**src/hw/pie_pkg.sv**
```systemverilog
// Purpose: Constants for the product information store window
// Assumes: Configuration offsets are byte addresses, dword aligned
// Notes: Shared by the register window and the cycle sequencer
package pie_pkg;
	// Register offsets
	localparam logic [7:0] PIE_OFS_CTRL = 8'hD8;
	localparam logic [7:0] PIE_OFS_DATA = 8'hDC;
	localparam logic [7:0] PIE_OFS_DATA_MIRROR = 8'hEC;
	// Header word fields
	localparam logic [7:0] PIE_CAP_ID = 8'h03;
	localparam logic [7:0] PIE_NEXT_PTR = 8'hF0;
	localparam int PIE_CAP_LSB = 0;
	localparam int PIE_NEXT_LSB = 8;
	// Address and flag fields
	localparam int PIE_ADDR_W = 6;
	localparam int PIE_ADDR_LSB = 18;
	localparam int PIE_FLAG_BIT = 31;
	localparam int PIE_ADDR_BYTE = 2;
	localparam int PIE_FLAG_BYTE = 3;
	// Store location offset
	localparam int PIE_EE_ADDR_W = 8;
	localparam logic [7:0] PIE_EE_BASE = 8'h40;
	// Reset values
	localparam logic [5:0] PIE_ADDR_RESET = 6'h00;
	localparam logic PIE_FLAG_RESET = 1'b0;
	localparam logic [31:0] PIE_DATA_RESET = 32'h00000000;
	// Sequencer states
	typedef enum logic [1:0] {
		PIE_ST_IDLE = 2'b01,
		PIE_ST_WAIT = 2'b10
	} pie_state_e;
endpackage

```
**src/hw/pie_cycle_seq.sv**
```systemverilog
// Purpose: Runs one store read or write cycle per start pulse
// Assumes: The store controller answers on the same clock
// Notes: Holds the request until the acknowledge arrives
`timescale 1ns/1ps
`default_nettype none
module pie_cycle_seq import pie_pkg::*; #(
	parameter int ADDR_W = PIE_ADDR_W,
	parameter int EE_ADDR_W = PIE_EE_ADDR_W
) (
	// Clock and reset
	input wire logic clk_in,
	input wire logic rst_n_in,
	// Command from the register window
	input wire logic start_in,
	input wire logic write_in,
	input wire logic [ADDR_W-1:0] addr_in,
	input wire logic [31:0] wdata_in,
	// Store controller side
	output logic ee_req_out,
	output logic ee_write_out,
	output logic [EE_ADDR_W-1:0] ee_addr_out,
	output logic [31:0] ee_wdata_out,
	input wire logic ee_ack_in,
	input wire logic [31:0] ee_rdata_in,
	// Completion back to the window
	output logic done_out,
	output logic [31:0] rdata_out,
	output logic busy_out
);
	pie_state_e state;
	pie_state_e next_state;
	wire ack_seen = (state == PIE_ST_WAIT) && ee_ack_in;

	if (EE_ADDR_W <= ADDR_W) begin : g_bad_width
		$error("store address too narrow for offset mapping");
	end

	assign busy_out = (state != PIE_ST_IDLE) || done_out;

	always_comb begin
		next_state = state;
		case (state)
			PIE_ST_IDLE: begin
				if (start_in) begin
					next_state = PIE_ST_WAIT;
				end
			end
			PIE_ST_WAIT: begin
				if (ee_ack_in) begin
					next_state = PIE_ST_IDLE;
				end
			end
			default: next_state = PIE_ST_IDLE;
		endcase
	end

	always_ff @(posedge clk_in or negedge rst_n_in) begin
		if (!rst_n_in) begin
			state <= PIE_ST_IDLE;
			ee_req_out <= 1'b0;
			ee_write_out <= 1'b0;
			ee_addr_out <= '0;
			ee_wdata_out <= '0;
			done_out <= 1'b0;
			rdata_out <= '0;
		end else begin
			state <= next_state;
			done_out <= ack_seen;
			if (start_in && state == PIE_ST_IDLE) begin
				ee_req_out <= 1'b1;
				ee_write_out <= write_in;
				ee_addr_out <= EE_ADDR_W'(addr_in) + EE_ADDR_W'(PIE_EE_BASE);
				ee_wdata_out <= wdata_in;
			end else if (ack_seen) begin
				ee_req_out <= 1'b0;
			end
			if (ack_seen && !ee_write_out) begin
				rdata_out <= ee_rdata_in;
			end
		end
	end
endmodule
`default_nettype wire

```
**src/hw/pie_window.sv**
```systemverilog
// Purpose: Product information capability registers in configuration space
// Assumes: Store controller and configuration port share clk_in
// Notes: Commands arriving while a cycle runs are ignored
`timescale 1ns/1ps
`default_nettype none
//
// Behaviour
// - Header word bits 7:0 read as fixed capability identifier 03h.
// - Header word bits 15:8 read as fixed next pointer F0h.
// - Writing address with flag 0 starts a store read at that address.
// - Flag stays 0 during read, becomes 1 when data is ready.
// - Writing address with flag 1 starts a store write of data register.
// - Flag stays 1 during write, clears to 0 once write finished.
// - Fetched data is shown in data register, mirrored at ECh.
// - Data register is 32-bit read-write, resets zero, low byte first.
// - Store location used is programmed address plus 40h.
// - Data register honours per-byte enables on reads and writes.
module pie_window import pie_pkg::*; (
	// Clock and reset
	input wire logic clk_in,
	input wire logic rst_n_in,
	// Configuration register port
	input wire logic cfg_wr_in,
	input wire logic cfg_rd_in,
	input wire logic [7:0] cfg_addr_in,
	input wire logic [3:0] cfg_be_in,
	input wire logic [31:0] cfg_wdata_in,
	output logic [31:0] cfg_rdata_out,
	output logic cfg_rvalid_out,
	// Store controller port
	output logic ee_req_out,
	output logic ee_write_out,
	output logic [PIE_EE_ADDR_W-1:0] ee_addr_out,
	output logic [31:0] ee_wdata_out,
	input wire logic ee_ack_in,
	input wire logic [31:0] ee_rdata_in
);
	logic [PIE_ADDR_W-1:0] addr;
	logic flag;
	logic [31:0] data_word;
	logic [31:0] next_data_word;
	logic [31:0] ctrl_word;
	logic [31:0] read_word;
	logic [31:0] seq_rdata;
	logic seq_done;
	logic seq_busy;

	// Address decode
	wire [7:0] dw_addr = {cfg_addr_in[7:2], 2'b00};
	wire hit_ctrl = (dw_addr == PIE_OFS_CTRL);
	wire hit_data = (dw_addr == PIE_OFS_DATA);
	wire hit_mirror = (dw_addr == PIE_OFS_DATA_MIRROR);
	wire ctrl_wr = cfg_wr_in && hit_ctrl && !seq_busy;
	wire data_wr = cfg_wr_in && hit_data && !seq_busy;
	wire start = ctrl_wr && cfg_be_in[PIE_FLAG_BYTE];
	wire start_write = cfg_wdata_in[PIE_FLAG_BIT];
	wire addr_wr = ctrl_wr && cfg_be_in[PIE_ADDR_BYTE];
	wire [PIE_ADDR_W-1:0] next_addr = addr_wr ? cfg_wdata_in[PIE_ADDR_LSB +: PIE_ADDR_W] : addr;
	wire done_read = seq_done && !ee_write_out;

	// Control word layout, reserved bits zero
	always_comb begin
		ctrl_word = 32'h00000000;
		ctrl_word[PIE_CAP_LSB +: 8] = PIE_CAP_ID;
		ctrl_word[PIE_NEXT_LSB +: 8] = PIE_NEXT_PTR;
		ctrl_word[PIE_ADDR_LSB +: PIE_ADDR_W] = addr;
		ctrl_word[PIE_FLAG_BIT] = flag;
	end

	// Read selection
	assign read_word = hit_ctrl ? ctrl_word :
		(hit_data || hit_mirror) ? data_word : 32'h00000000;

	// Per-byte update of the data register
	for (genvar g = 0; g < 4; g++) begin : g_lane
		assign next_data_word[8*g +: 8] = done_read ? seq_rdata[8*g +: 8] :
			(data_wr && cfg_be_in[g]) ? cfg_wdata_in[8*g +: 8] :
			data_word[8*g +: 8];
		always_ff @(posedge clk_in or negedge rst_n_in) begin
			if (!rst_n_in) begin
				data_word[8*g +: 8] <= PIE_DATA_RESET[8*g +: 8];
			end else begin
				data_word[8*g +: 8] <= next_data_word[8*g +: 8];
			end
		end
	end

	// Address and completion flag
	always_ff @(posedge clk_in or negedge rst_n_in) begin
		if (!rst_n_in) begin
			addr <= PIE_ADDR_RESET;
			flag <= PIE_FLAG_RESET;
		end else begin
			addr <= next_addr;
			if (start) begin
				flag <= start_write;
			end else if (seq_done) begin
				flag <= !ee_write_out;
			end
		end
	end

	// Read answer, byte enables drop unselected lanes
	always_ff @(posedge clk_in or negedge rst_n_in) begin
		if (!rst_n_in) begin
			cfg_rdata_out <= 32'h00000000;
			cfg_rvalid_out <= 1'b0;
		end else begin
			cfg_rvalid_out <= cfg_rd_in;
			if (cfg_rd_in) begin
				cfg_rdata_out <= read_word & {{8{cfg_be_in[3]}}, {8{cfg_be_in[2]}},
					{8{cfg_be_in[1]}}, {8{cfg_be_in[0]}}};
			end
		end
	end

	pie_cycle_seq #(
		.ADDR_W(PIE_ADDR_W),
		.EE_ADDR_W(PIE_EE_ADDR_W)
	) u_seq (
		.clk_in(clk_in),
		.rst_n_in(rst_n_in),
		.start_in(start),
		.write_in(start_write),
		.addr_in(next_addr),
		.wdata_in(data_word),
		.ee_req_out(ee_req_out),
		.ee_write_out(ee_write_out),
		.ee_addr_out(ee_addr_out),
		.ee_wdata_out(ee_wdata_out),
		.ee_ack_in(ee_ack_in),
		.ee_rdata_in(ee_rdata_in),
		.done_out(seq_done),
		.rdata_out(seq_rdata),
		.busy_out(seq_busy)
	);
endmodule
`default_nettype wire

```
**config.mk**
```make
export PLATFORM = sky130hd
export DESIGN_NAME = pie_window
export DESIGN_NICKNAME = d
export VERILOG_FILES = /design/src/hw/pie_pkg.sv /design/src/hw/pie_cycle_seq.sv /design/src/hw/pie_window.sv
export SDC_FILE = /design/constraint.sdc
export NUM_CORES = 1
export LEC_CHECK = 0
export BUFFER_PORTS_ARGS = -buffer_cell sky130_fd_sc_hd__clkbuf_2
export CAP_MARGIN = 20
export CELL_PAD_IN_SITES_DETAIL_PLACEMENT = 0
export CELL_PAD_IN_SITES_GLOBAL_PLACEMENT = 1
export CORE_MARGIN = 2
export CORE_UTILIZATION = 39
export CTS_BUF_LIST = sky130_fd_sc_hd__clkbuf_8
export DETAILED_ROUTE_END_ITERATION = 16
export HOLD_SLACK_MARGIN = 0.15
export MAX_ROUTING_LAYER = met4
export PLACE_DENSITY = 0.82
export RECOVER_POWER = 100
export SLEW_MARGIN = 20
export SYNTH_ARGS = -nofsm -noshare
export SYNTH_HDL_FRONTEND = slang
export SYNTH_HIERARCHICAL = 1
export SYNTH_SLANG_ARGS = --single-unit
```
**constraint.sdc**
```tcl
create_clock -name clk_in -period 3.5 [get_ports clk_in]
set_clock_uncertainty 0.15 [all_clocks]
set_input_delay 0.7 -clock clk_in [delete_from_list [all_inputs] [get_ports clk_in]]
set_output_delay 0.7 -clock clk_in [all_outputs]
set_load 0.02 [all_outputs]
```
=== After elaboration in Yosys (flattened, before gate mapping) ===
Index checks and enable logic that the tools add are counted.

* Bits in registers: 149
* Output and inout bits: 75

* Add/subtract/negate cells: 1
* Equal/unequal tests: 8
* Multiplexer cells: 18
* Bitwise gates (word level): 1
* Reductions and logical operators: 25

{| class="wikitable"
|+ Operators by type and width
! operator !! number
|-
| $mux W32 || 2
|-
| $mux W8 || 8
|-
| $and A32 B32 Y32 || 1
|-
| $eq A6 B6 Y1 const B || 3
|-
| $logic_and A1 B1 Y1 || 14
|-
| $reduce_bool A2 Y1 || 6
|-
| $add A6 B7 Y8 const B || 1
|-
| $mux W6 || 1
|-
| $mux W1 || 4
|-
| $mux W2 || 2
|-
| $ne A2 B1 Y1 const B || 2
|-
| $pmux W2 S2 || 1
|-
| $eq A2 B1 Y1 const B || 1
|-
| $eq A2 B2 Y1 const B || 1
|-
| $logic_not A1 Y1 || 2
|-
| $logic_or A1 B1 Y1 || 2
|-
| $ne A2 B2 Y1 const B || 1
|-
| $reduce_and A2 Y1 || 1
|}

=== Logic depth before layout (Yosys ltp) ===
* Depth after elaboration: 7
* Mapped depth: 7

=== Cells and area by module ===
The synthesis kept the hierarchy.

{| class="wikitable"
|+ Modules (own cells, without submodules)
! module !! times used !! cells each !! area each (sq um)
|-
| pie_window || 1 || 324 || 3407.0
|-
| pie_cycle_seq || 1 || 170 || 2994.1
|}

=== Worst setup path before layout ===
Ideal clock, no wire load.

* Kind: input port to flip-flop
* Start point: in cfg_addr_in[5]
* End point: reg u_seq.ee_addr_out[0]
* Setup time: 0.125 ns
* Data arrival time: 1.897 ns
* Required time: 3.225 ns
* Path slack: 1.328 ns
* Stages on the path: 5
* Cells stage by stage: and4b_4 > and4_1 > nand3b_1 > buf_2 > mux2_2

* Elaborated cells on any way between the ends: 8

{| class="wikitable"
|+ RTL lines
! item !! RTL line !! source
|-
| start: declaration || pie_window.sv:25 || <nowiki>input wire logic [7:0] cfg_addr_in,</nowiki>
|-
| $eq A6 B6 Y1 || pie_window.sv:50 || <nowiki>wire hit_ctrl = (dw_addr == PIE_OFS_CTRL);</nowiki>
|-
| $logic_and A1 B1 Y1 (2 in series) || pie_window.sv:53 || <nowiki>wire ctrl_wr = cfg_wr_in && hit_ctrl && !seq_busy;</nowiki>
|-
| $logic_and A1 B1 Y1 || pie_window.sv:55 || <nowiki>wire start = ctrl_wr && cfg_be_in[PIE_FLAG_BYTE];</nowiki>
|-
| via start || pie_window.sv:55 ||
|-
| $logic_and A1 B1 Y1 || pie_cycle_seq.sv:69 || <nowiki>if (start_in && state == PIE_ST_IDLE) begin</nowiki>
|-
| end signal: assignment || pie_cycle_seq.sv:72 || <nowiki>ee_addr_out <= EE_ADDR_W'(addr_in) + EE_ADDR_W'(PIE_EE_BASE);</nowiki>
|-
| end: declaration || pie_cycle_seq.sv:21 || <nowiki>output logic [EE_ADDR_W-1:0] ee_addr_out,</nowiki>
|}

The timed path passes the listed nets, and every way through them passes these cells.
A chain may end at the register's enable or synchronous reset.

=== Worst setup path in the final report ===
* Start point: reg u_seq.state[1]
* End point: reg u_seq.ee_wdata_out[20]

* Cells in the longest elaborated chain, start to end: 6
* Elaborated cells on any way between the ends: 7

{| class="wikitable"
|+ Ends and longest elaborated chain
! item !! RTL line !! source
|-
| start: declaration || pie_cycle_seq.sv:30 || <nowiki>pie_state_e state;</nowiki>
|-
| start signal: assignment || pie_cycle_seq.sv:67 || <nowiki>state <= next_state;</nowiki>
|-
| $ne A2 B1 Y1 || pie_cycle_seq.sv:38 || <nowiki>assign busy_out = (state != PIE_ST_IDLE) || done_out;</nowiki>
|-
| $logic_or A1 B1 Y1 || pie_cycle_seq.sv:38 ||
|-
| via seq_busy || pie_window.sv:46 || <nowiki>logic seq_busy;</nowiki>
|-
| $logic_not A1 Y1 || pie_window.sv:53 ||
|-
| $logic_and A1 B1 Y1 || pie_window.sv:53 ||
|-
| $logic_and A1 B1 Y1 || pie_window.sv:55 ||
|-
| via start || pie_window.sv:55 ||
|-
| $logic_and A1 B1 Y1 || pie_cycle_seq.sv:69 ||
|-
| end signal: assignment || pie_cycle_seq.sv:73 || <nowiki>ee_wdata_out <= wdata_in;</nowiki>
|-
| end: declaration || pie_cycle_seq.sv:22 || <nowiki>output logic [31:0] ee_wdata_out,</nowiki>
|}

The timed path passes the listed nets, and every way through them passes these cells.

==> metrics.cfg <==
[grt]
antenna_found_initial = 0
first_global_vias = 5050
grt_max_degree = 60
grt_pass1_wl_um = 27300
overflow = 0
grtUsageTotal = 0.207

[yosys]
yosys-top-cells-area = dfrtp_1 57%, mux2_2 8.4%, mux2_4 7.0%, o31ai_1 3.8%, nand4_1 3.2%
ys_ff_latch = 148
syn_area_per_cell_um2 = 13.0
syn_nets = 575
syn_inst = 494
synthMostInstantiatedCell = dfrtp_1
synth_cell_types = 40
synth_edf_count = 0
yosysTopAreaCell = dfrtp_1
netlist.area_leader.share = 0.575
async_reset_ff_frac = 1.00
ys.flop_type = dfrtp_1
ys_seq_area_frac = 0.579
ys_warn_count = 6
synth_area_um2 = 6400
yosys-top-cells-count = 147 x dfrtp_1, 48 x mux2_2, 33 x nand4_1, 33 x nor2_1

[placed_design]
gp_congestion = 0.796
io_buffers = 152
dp_hpwl_um = 11700

[critical_path]
path_class = reg -> reg
required_ps = 3680
critPathArrivalTime_ps = 3000
startpoint_type = register
worstPathMaxFanout = 22
endpoint_kind = register

[detailed_routing]
ant_nets = 0
drt_iter0_drc = 256
vias_per_cell = 5.54
drc = 0
wl_per_cell_um = 19.8
via_count = 4763
drt_first_pass_iters = 5
wirelength_um = 17000

[pwr]
leakage_nw = 3.57
power.density_nw_per_um2 = 474
peakVddDrop_mv = 0.221

[final_layout]
regArea_um2 = 3700
fill_cells = 1568
multi_input_area_um2 = 2300
final_util = 0.465
layout-drive-gt1-share = 0.248
area_growth_pct = 15.9
layout.nets = 714
diodes = 0

[sta]
max_freq_mhz = 355
min_period_over_period = 0.806
fin_setup_tns_ps = 0
setup_viol = 0
slew_viol_final = 0
worst_pin_slew_ps = 1470
fin_crit_ps = 2820
rsz0062_at_grt = no
max_slew_margin = 0.0173
hold_viol = 0

[floorplan]
die_area_um2 = 17500
initial_core_util = 0.402
io-pin-count = 156
rows = 46
chipHeight_um = 132
die_w_um = 132
core_area_um2 = 15900

[clocking]
clk_latency_ps = 450
cts_max_level = 4
cts_buffer_depth = 2
clock-sinks = 148
cts_tree = done
cts-root-buf = clkbuf_8
post_cts_buffers = 0
numCtsBuffers = 17
clkTransAtPathRegs_ps = 80

[status]
outcome = completed

[worst_hold_path]
hp-class = in -> reg

[flow_run]
drv_cap = 0

repair_timing:
action,CTS,global route
hold endpoints to repair,57,0
resized for setup,0,0
hold buffers,1,0
stage by stage:
stage | worst slack, ps | power (mW) | area (um2) | cells | hold slack, ps
CTS | 1120 | 3.57 | 7660 | 860 | 300
floorplan | 1330 | 2.14 | 6400 | 494 | 254
global route | 538 | 3.67 | 7420 | 860 | 283
detailed placement | 1030 | 2.35 | 7300 | 829 | 302
finish | 680 | 3.52 | 7420 | 860 | 309
global placement | 1040 | 2.33 | 7300 | 829 | 300
layout by cell type (no fill, tap or decap), drive strengths merged:
cell type,instances
a32o,1
buf,7
and4,6
dfrtp,147
and4b,1
a21oi,8
nor2,33
nand3b,1
clkbuf,174
o2bb2ai,5
a21o,1
o31ai,32
xor2,1
nand4bb,1
o21ai,8
a22o,15
inv,14
o21a,1
or2b,1
nand3,8
nor2b,8
nor4bb,1
a221o,6
clkinv,4
dlygate4sd3,1
a31oi,32
nand2b,5
and3,1
dfstp,1
and4bb,1
mux2,78
nand2,4
conb,1
bufinv,2
nand4,34
worst max-delay path, stage by stage, from the launching register on:
cell	delay (ps)
dfrtp_1	410
inv_1	70
nand3_1	110
nor2b_1	80
and4_1	240
nand3b_1	110
clkbuf_1	1070
mux2_2	440
flip-flops by register name (all words and copies together) (netlist names):
| name | count |
|---|---|
| cfg_rdata_out | 32 |
| data_word | 32 |
| u_seq/ee_wdata_out | 32 |
| u_seq/rdata_out | 32 |
| u_seq/ee_addr_out | 7 |
| addr | 6 |
| u_seq/state | 2 |
| cfg_rvalid_out | 1 |
| flag | 1 |
| u_seq/done_out | 1 |
| u_seq/ee_req_out | 1 |
| u_seq/ee_write_out | 1 |
final cells by class:
class	instances	share of cell area
sequential	148	0.499
tap	216	0.0364
clock buffer	18	0.0334
inverter	8	0.00405
clock inverter	12	0.0138
multi-input combinational	294	0.309
timing repair buffer	164	0.104
where the power goes:
group / switching (mW) / internal (mW) / total [mW]
Combinational: 0.235 / 0.146 / 0.381
Sequential: 0.0846 / 1.83 / 1.91
Clock: 0.599 / 0.622 / 1.22
path summary, 6_finish.rpt:
kind	cells after the start	slack, ps	startpoint	end
worst min-delay path	2	310	ee_rdata_in[5]	u_seq/rdata_out[5]
max in group asynchronous	3	1040	rst_n_in	cfg_rdata_out[0]
worst max register to register	7	680	u_seq/state[1]	u_seq/ee_wdata_out[20]
min in group asynchronous	2	990	rst_n_in	u_seq/ee_addr_out[0]
worst max-delay path	7	680	u_seq/state[1]	u_seq/ee_wdata_out[20]
worst min register to register	1	320	u_seq/ee_addr_out[6]	u_seq/ee_addr_out[6]
metal layers:
| layer | global-route usage | routed length (um) | up-vias |
|---|---|---|---|
| met5 | - | 0 | - |
| met4 | 0.0586 | 233 | 0 |
| met3 | 0.0554 | 953 | 21 |
| met2 | 0.326 | 8220 | 166 |
| met1 | 0.266 | 7600 | 2452 |
| li1 | - | - | 2124 |
cells by family after synthesis:
kind of cell | synth area share
AOI/OAI and AO/OA | 0.122
xor gates and xnor gates | 0.00254
buffers and inverters | 0.0467
DFF | 0.579
muxes | 0.155
other | 0.000586
and+or+nand+nor | 0.0946
No activity file was read; power rests on OpenSTA's default activity.
